`src/common/mxt_regs.vh`:
```
// Constants for the execution slice: opcodes, field widths, reset values.
// Assumes it is included by bare name from the design files.
// What this block does
// (RULE1) Immediate minus accumulator goes to accumulator; zero, digit carry, carry updated; one cycle.
// (RULE2) Table read addresses {table_addr_high[2:0], accumulator}; low byte to accumulator; two cycles.
// (RULE3) Table read puts word bits 13..8 into table_data_high[5:0]; no flags change.
// (RULE4) Load timer mode copies accumulator to timer0_mode_reg; no flags, accumulator kept.
// (RULE5) Read timer mode copies timer0_mode_reg into accumulator in one cycle; no flags.
// (RULE6) Register XOR takes index 0..63 and destination bit: 0 accumulator, 1 file register.
// (RULE7) Register XOR computes accumulator XOR file register, updates only Z, one cycle.
// (RULE8) Immediate XOR stores accumulator XOR immediate in accumulator, only Z, one cycle.
// (RULE9) Subtraction carry is not-borrow: set when minuend is at least subtrahend.
`ifndef MXT_REGS_VH
`define MXT_REGS_VH

// ****************************************
// Operation codes
// ****************************************
`define MXT_OP_W            3
`define MXT_OP_NONE         3'h0
`define MXT_OP_SUB_IMM      3'h1
`define MXT_OP_TABLE_READ   3'h2
`define MXT_OP_LOAD_T0MODE  3'h3
`define MXT_OP_READ_T0MODE  3'h4
`define MXT_OP_XOR_FILE     3'h5
`define MXT_OP_XOR_IMM      3'h6

// ****************************************
// Widths and reset values
// ****************************************
`define MXT_DATA_W          8
`define MXT_FILE_ADDR_W     6
`define MXT_ROM_ADDR_W      11
`define MXT_ROM_DATA_W      14
`define MXT_TBH_W           6
`define MXT_ACC_RST         8'h00
`define MXT_T0MODE_RST      8'h00
`define MXT_TBH_RST         6'h00
`define MXT_TABLE_CYCLES    2

`endif

```
`src/hw/mxt_exec.v`:
```
// Execution slice for six instructions of an 8-bit microcontroller core.
// Assumes decoded op pulses, a one-cycle ROM read and a one-cycle file register read.
`timescale 1ns/10ps
`default_nettype none
`include "mxt_regs.vh"

module mxt_exec (
    input  wire                       sys_clk,
    input  wire                       srst,
    input  wire                       op_valid,
    input  wire [2:0]                 op_code,
    input  wire [7:0]                 op_imm,
    input  wire [5:0]                 op_file_idx,
    input  wire                       op_dest,
    input  wire [2:0]                 table_addr_high,
    input  wire [7:0]                 file_rdata,
    input  wire [13:0]                rom_rdata,
    output reg                        busy,
    output reg                        done,
    output reg  [7:0]                 accumulator,
    output reg  [5:0]                 table_data_high,
    output reg  [7:0]                 timer0_mode_reg,
    output reg                        zero_flag,
    output reg                        digit_carry_flag,
    output reg                        carry_flag,
    output reg                        rom_rd_en,
    output reg  [10:0]                rom_addr,
    output reg  [5:0]                 file_addr,
    output reg                        file_we,
    output reg  [7:0]                 file_wdata
);

    localparam ST_IDLE  = 1'b0;
    localparam ST_TABLE = 1'b1;

    reg        state_r;
    reg        state_nxt;
    wire [7:0] diff;
    wire       sub_c;
    wire       sub_dc;
    wire [7:0] xor_res;
    wire [7:0] xor_operand;
    wire       take;

    function is_zero;
        input [7:0] v;
        begin
            is_zero = (v == 8'h00);
        end
    endfunction

    assign take        = op_valid && (state_r == ST_IDLE);
    assign xor_operand = (op_code == `MXT_OP_XOR_FILE) ? file_rdata : op_imm;

    mxt_alu u_alu (
        .minuend     (op_imm),
        .subtrahend  (accumulator),
        .xor_a       (accumulator),
        .xor_b       (xor_operand),
        .diff        (diff),
        .carry       (sub_c),
        .digit_carry (sub_dc),
        .xor_res     (xor_res)
    );

    // ****************************************
    // State sequencing
    // ****************************************
    always @* begin
        state_nxt = state_r;
        case (state_r)
            ST_IDLE: begin
                if (take && op_code == `MXT_OP_TABLE_READ) begin
                    state_nxt = ST_TABLE;                               // see RULE2
                end
            end
            ST_TABLE: begin
                state_nxt = ST_IDLE;
            end
            default: begin
                state_nxt = ST_IDLE;
            end
        endcase
    end

    // ****************************************
    // Datapath registers
    // ****************************************
    always @(posedge sys_clk) begin
        if (srst) begin
            state_r          <= ST_IDLE;
            busy             <= 1'b0;
            done             <= 1'b0;
            accumulator      <= `MXT_ACC_RST;
            table_data_high  <= `MXT_TBH_RST;
            timer0_mode_reg  <= `MXT_T0MODE_RST;
            zero_flag        <= 1'b0;
            digit_carry_flag <= 1'b0;
            carry_flag       <= 1'b0;
            rom_rd_en        <= 1'b0;
            rom_addr         <= 11'h000;
            file_addr        <= 6'h00;
            file_we          <= 1'b0;
            file_wdata       <= 8'h00;
        end else begin
            state_r   <= state_nxt;
            done      <= 1'b0;
            file_we   <= 1'b0;
            rom_rd_en <= 1'b0;
            busy      <= (state_nxt == ST_TABLE);
            file_addr <= op_file_idx;
            if (state_r == ST_TABLE) begin
                accumulator     <= rom_rdata[7:0];                      // see RULE2
                table_data_high <= rom_rdata[13:8];                     // see RULE3
                done            <= 1'b1;
            end else if (take) begin
                case (op_code)
                    `MXT_OP_SUB_IMM: begin
                        accumulator      <= diff;                       // see RULE1
                        zero_flag        <= is_zero(diff);
                        digit_carry_flag <= sub_dc;
                        carry_flag       <= sub_c;                      // see RULE9
                        done             <= 1'b1;
                    end
                    `MXT_OP_TABLE_READ: begin
                        rom_addr  <= {table_addr_high, accumulator};    // see RULE2
                        rom_rd_en <= 1'b1;
                    end
                    `MXT_OP_LOAD_T0MODE: begin
                        timer0_mode_reg <= accumulator;                 // see RULE4
                        done            <= 1'b1;
                    end
                    `MXT_OP_READ_T0MODE: begin
                        accumulator <= timer0_mode_reg;                 // see RULE5
                        done        <= 1'b1;
                    end
                    `MXT_OP_XOR_FILE: begin
                        zero_flag <= is_zero(xor_res);                  // see RULE7
                        if (op_dest) begin
                            file_we    <= 1'b1;                         // see RULE6
                            file_wdata <= xor_res;
                        end else begin
                            accumulator <= xor_res;                     // see RULE6
                        end
                        done <= 1'b1;
                    end
                    `MXT_OP_XOR_IMM: begin
                        accumulator <= xor_res;                         // see RULE8
                        zero_flag   <= is_zero(xor_res);
                        done        <= 1'b1;
                    end
                    default: begin
                        done <= 1'b0;
                    end
                endcase
            end
        end
    end

endmodule // mxt_exec

`default_nettype wire

```
`src/hw/mxt_alu.v`:
```
// Arithmetic unit: subtraction with flags and exclusive-OR.
// Assumes purely combinational use by the execution slice.
`timescale 1ns/10ps
`default_nettype none
`include "mxt_regs.vh"

module mxt_alu (
    input  wire [7:0] minuend,
    input  wire [7:0] subtrahend,
    input  wire [7:0] xor_a,
    input  wire [7:0] xor_b,
    output wire [7:0] diff,
    output wire       carry,
    output wire       digit_carry,
    output wire [7:0] xor_res
);

    wire [8:0] full_diff;
    wire [4:0] low_diff;

    // ****************************************
    // Subtraction
    // ****************************************
    assign full_diff   = {1'b0, minuend} - {1'b0, subtrahend};          // see RULE1
    assign low_diff    = {1'b0, minuend[3:0]} - {1'b0, subtrahend[3:0]};
    assign diff        = full_diff[7:0];
    assign carry       = ~full_diff[8];                                 // see RULE9
    assign digit_carry = ~low_diff[4];

    // ****************************************
    // Exclusive-OR
    // ****************************************
    assign xor_res = xor_a ^ xor_b;                                     // see RULE7

endmodule // mxt_alu

`default_nettype wire

```
`config.mk`:
```
export PLATFORM = sky130hd
export DESIGN_NAME = mxt_exec
export DESIGN_NICKNAME = d
export VERILOG_FILES = /design/src/hw/mxt_exec.v /design/src/hw/mxt_alu.v
export VERILOG_INCLUDE_DIRS = /design/src /design/src/common
export SDC_FILE = /design/constraint.sdc
export NUM_CORES = 1
export LEC_CHECK = 0
export BUFFER_PORTS_ARGS = -buffer_cell sky130_fd_sc_hd__buf_2
export CAP_MARGIN = 20
export CORE_MARGIN = 1
export CORE_UTILIZATION = 40
export CTS_BUF_LIST = sky130_fd_sc_hd__clkbuf_8 sky130_fd_sc_hd__clkbuf_16
export DETAILED_ROUTE_END_ITERATION = 8
export PLACE_DENSITY = 0.66
export SYNTH_ARGS = -nofsm -noshare
export SYNTH_HDL_FRONTEND = slang
export SYNTH_SLANG_ARGS = --single-unit
```
`constraint.sdc`:
```
create_clock -name sys_clk -period 3.2 [get_ports sys_clk]
set_input_delay 0.16 -clock sys_clk [delete_from_list [all_inputs] [get_ports sys_clk]]
set_output_delay 0.16 -clock sys_clk [all_outputs]
set_load 0.02 [all_outputs]
```
# Word-level counts from Yosys, hierarchy flattened
# Index checks and enable logic that the tools add are counted.
dict set report op_classes {
  n_addsub 2
  n_eq_ne 7
  n_mux 13
  bitwise 6
  n_reduce_logical 17
}
# op count
set ops {}
lappend ops {{$mux W8} 4}
lappend ops {{$pmux W8 S4} 1}
lappend ops {{$logic_not A8 Y1} 2}
lappend ops {{$reduce_and A3 Y1} 5}
lappend ops {{$eq A3 B3 Y1 const B} 3}
lappend ops {{$sub A8 B8 Y9} 1}
lappend ops {{$xor A8 B8 Y8} 1}
lappend ops {{$eq A3 B2 Y1 const B} 2}
lappend ops {{$mux W1} 6}
lappend ops {{$not A1 Y1} 5}
lappend ops {{$reduce_bool A5 Y1} 1}
lappend ops {{$reduce_or A5 Y1} 1}
lappend ops {{$sub A4 B4 Y5} 1}
lappend ops {{$pmux W1 S2} 2}
lappend ops {{$reduce_and A4 Y1} 1}
lappend ops {{$reduce_bool A2 Y1} 2}
lappend ops {{$reduce_or A4 Y1} 1}
lappend ops {{$eq A3 B1 Y1 const B} 1}
lappend ops {{$ne A3 B3 Y1 const B} 1}
lappend ops {{$reduce_or A3 Y1} 1}
lappend ops {{$logic_and A1 B1 Y1} 2}
lappend ops {{$reduce_or A2 Y1} 1}
dict set report totals {
  ff_bits 54
  out_inout_bits 54
  wordCells 58
}

# Longest topological paths before layout
dict set report depth {
  ltp_word 7
  mapped_depth 9
  depth_no_buf 9
}

# Hierarchy
# A second synthesis with hierarchy kept.
dict set report unflattened {
  hier_cells 296
  hier_area_um2 2745.1
}
# module instances cells_per_inst area_each_um2
set by_module_without_submodules {}
lappend by_module_without_submodules {mxt_exec 1 242 2319.7}
lappend by_module_without_submodules {mxt_alu 1 54 425.4}

# Least setup slack after synthesis
# OpenSTA, ideal clock, no wires.
dict set report synth_timing {
  path_kind {register to register}
  from {register accumulator[2]}
  to {register accumulator[6]}
  setup_time_ns 0.060
  arrival_ns 2.116
  path_slack_ns 1.024
  path_stages_with_launch 10
  n_path_buf 1
  period_less_slack_ns 2.176
  cell_sequence {dfxtp_1 -> clkbuf_1 -> inv_1 -> ha_1 -> nor2b_1 -> o31ai_2 -> a21oi_1 -> o21a_1 -> a211oi_1 -> o221a_1}
}
dict set report synth_via {
  elab_chain_cells 4
}
# element line
set synth_rtl {}
lappend synth_rtl {{from (decl)} mxt_exec.v:20} ;# output reg [7:0] accumulator,
lappend synth_rtl {{from (signal assigned)} mxt_exec.v:94} ;# accumulator <= `MXT_ACC_RST;
lappend synth_rtl {{from (signal assigned)} mxt_exec.v:113} ;# accumulator <= rom_rdata[7:0];
lappend synth_rtl {{from (signal assigned)} mxt_exec.v:119} ;# accumulator <= diff;
lappend synth_rtl {{$sub A8 B8 Y9} mxt_alu.v:24} ;# assign full_diff = {1'b0, minuend} - {1'b0, subtrahend};
lappend synth_rtl {{$pmux W8 S4} mxt_exec.v:117} ;# case (op_code)
lappend synth_rtl {{$mux W8} mxt_exec.v:116} ;# end else if (take) begin
lappend synth_rtl {{$mux W8} mxt_exec.v:112} ;# if (state_r == ST_TABLE) begin
# No other way between the ends. The select of a mux whose other input is x is not followed.
# A chain may end at the register's enable or synchronous reset.

# Final worst setup path
dict set report layout_timing {
  from {register accumulator[1]}
  to {register accumulator[5]}
}
# The elaborated chain is that of the path after synthesis.

==> run summary <==
status: finished clean
via count: 2798
Total Routing Usage GR: 0.232
Num CTS Buffers: 5
final-stage net count: 482
crit path DAT: 2550 ps
final count of negative-setup-slack endpoints: 0
fin crit share: 0.727
area growth from synthesis to layout: 22.1%
syn_area_per_cell: 8.65 sq um
synthesized flop and latch total: 54
EDFF count, synth: 0
DPL Wire Length: 6640 microns
clock-pin slew on the worst setup and hold paths: 100 ps
sequential element share of the synthesized area: 0.372
vias in the first global route: 2630
Setup Crit Path Kind: reg -> reg
count of final hold-check violations: 0
Clock Tree Buf Depth: 2
die area: 7610 sq um
# resized after CTS: 0
Slew headroom: 0.576
Sink Count: 54
number of diodes: 0
remaining antenna violation count: 0
most frequent cells in the layout: 99 x buf_2, 54 x dfxtp_1, 40 x nor2_1
Hold Path Class: in -> reg
H-tree depth: 2
Tot Pwr: 1470 uW
syn_nets: 391
RSZ-0062 raised after global routing: false
placed cell count: 516
I/O Pins: 100
share of layout cells above drive strength 1: 0.288
largest net degree at the start of global routing: 28
CTS tree: done
die width: 87.2 microns
minimum clock period after layout: 2330 ps
Via density: 5.35
Top reg by flops: rom_addr
Setup crit end kind: register
skew final: 10.2 ps
Core Util, Final: 0.514
drt pass-1 iters: 4
PortBufs: 99
root buf cell: clkbuf_8
Peak VDD IR: 202 uV
first-pass GRT wire length: 13500 microns
antenna violations before repair: 0
Power Density: 415 nW/um^2
fin. max-slew vios: 0
Iteration-0 DRC Markers: 205
Non-Filler Instances: 523
drt wl/cell: 16.5 microns
Setup Fix Bufs, Post-CTS: 0
Max Cap Viol: 0
Post-Synthesis Cells: 336
# rows: 30
GR Overflow Total: 0
Async SR Flop Fraction: 0
clk_lat worst skew: 310 ps
Post-Syn Area: 2910 sq um
initial core utilization: 0.421
setup TNS: 0 ps
Main synth FF type: dfxtp_1
leakage: 0.00156 uW
core footprint: 6910 sq um
R2R depth: 8
CTS Hold Buffers Added: 0
FMAX: 430 MHz
most common cell after layout, fill and taps aside: buf_2
peak fanout along the critical path: 7
hold path cells: 2
Yosys warnings: 0
startpoint types: register
WL final: 8640 microns
drc violations: 0
Tightest Pin Transition: 633 ps
die height: 87.2 microns
Distinct cells, synth: 59
CP required: 3420 ps
GP Congestion: 0.877
Largest register FFs: 11
## kinds of logic (layout without fill, tap and decap cells)
family                   count (synthesis)  count (layout)  share of synthesized area
flip-flops                              54              54                      0.372
multiplexers                            31              31                      0.107
buffers and inverters                   39             130                     0.0555
adder cells (fa/ha/maj)                  9               9                     0.0413
AO/OA/AOI/OAI                           78              78                      0.199
XOR/XNOR                                14              14                     0.0422
AND/OR/NAND/NOR                        111             111                      0.183
## metal layers
metal  global-route usage  vias up  wire [microns]
met5                    0        -               0
met4               0.0969        0             254
li1                     -     1360               -
met3               0.0512       19             753
met1                0.308     1270            3800
met2                0.365      149            3840
## Yosys cell counts, types with 3 or more instances
master	instances	area [sq um]
dfxtp_1	54	1080
nor2_1	40	150
nand2_1	33	124
mux2i_1	30	300
a21oi_1	27	135
inv_1	18	67.6
clkbuf_1	13	48.8
xnor2_1	13	114
nor2b_1	11	68.8
ha_1	8	100
o21ai_0	7	35.0
a311oi_1	5	43.8
nand2b_1	5	31.3
nand3_1	4	20.0
nor3_1	4	20.0
o21a_1	4	30.0
a21o_1	3	22.5
a22o_1	3	26.3
buf_2	3	15.0
nor4_1	3	18.8
o221a_1	3	33.8
o221ai_1	3	26.3
## path summary, 6_finish.rpt
kind	from	endpoint	slack, ps
setup / recovery	accumulator[1]	accumulator[5]	870
hold / removal	op_file_idx[5]	file_addr[5]	60
setup reg to reg	accumulator[1]	accumulator[5]	870
hold reg to reg	rom_addr[8]	rom_addr[8]	460
## stage by stage
step | worst slack [ps] | hold WS, ps | area [sq um]
after floorplan | 1020 | 288 | 2910
after global placement | 1010 | 376 | 3470
after detailed placement | 922 | 374 | 3470
after CTS | 893 | 51.9 | 3550
after global routing | 713 | 50.4 | 3550
final | 875 | 56.0 | 3550
## worst max-delay path: stages (launching register included)
cell and delay (ps):
dfxtp_1 520, inv_1 80, ha_1 270, nor2b_1 150, o31a_1 300, o311ai_2 430
a22o_1 220, nand2_1 70, a221oi_2 210
## power breakdown
group	switching, uW	leakage, uW	internal, uW
clock	228	0.0000362	150
sequential	25.8	0.000439	693
combinational	226	0.00109	149
## final cells by class
| type | instances | area (sq um) |
|---|---|---|
| clock inverters | 2 | 15.0 |
| clock buffers | 5 | 68.8 |
| inverters | 20 | 75.1 |
| well taps | 96 | 120 |
| multi-input cells | 243 | 1660 |
| repair buffers | 103 | 526 |
| flip-flops and latches | 54 | 1080 |
| fillers | 703 | 3360 |
Note: power is estimated with default switching activity, not from simulation.
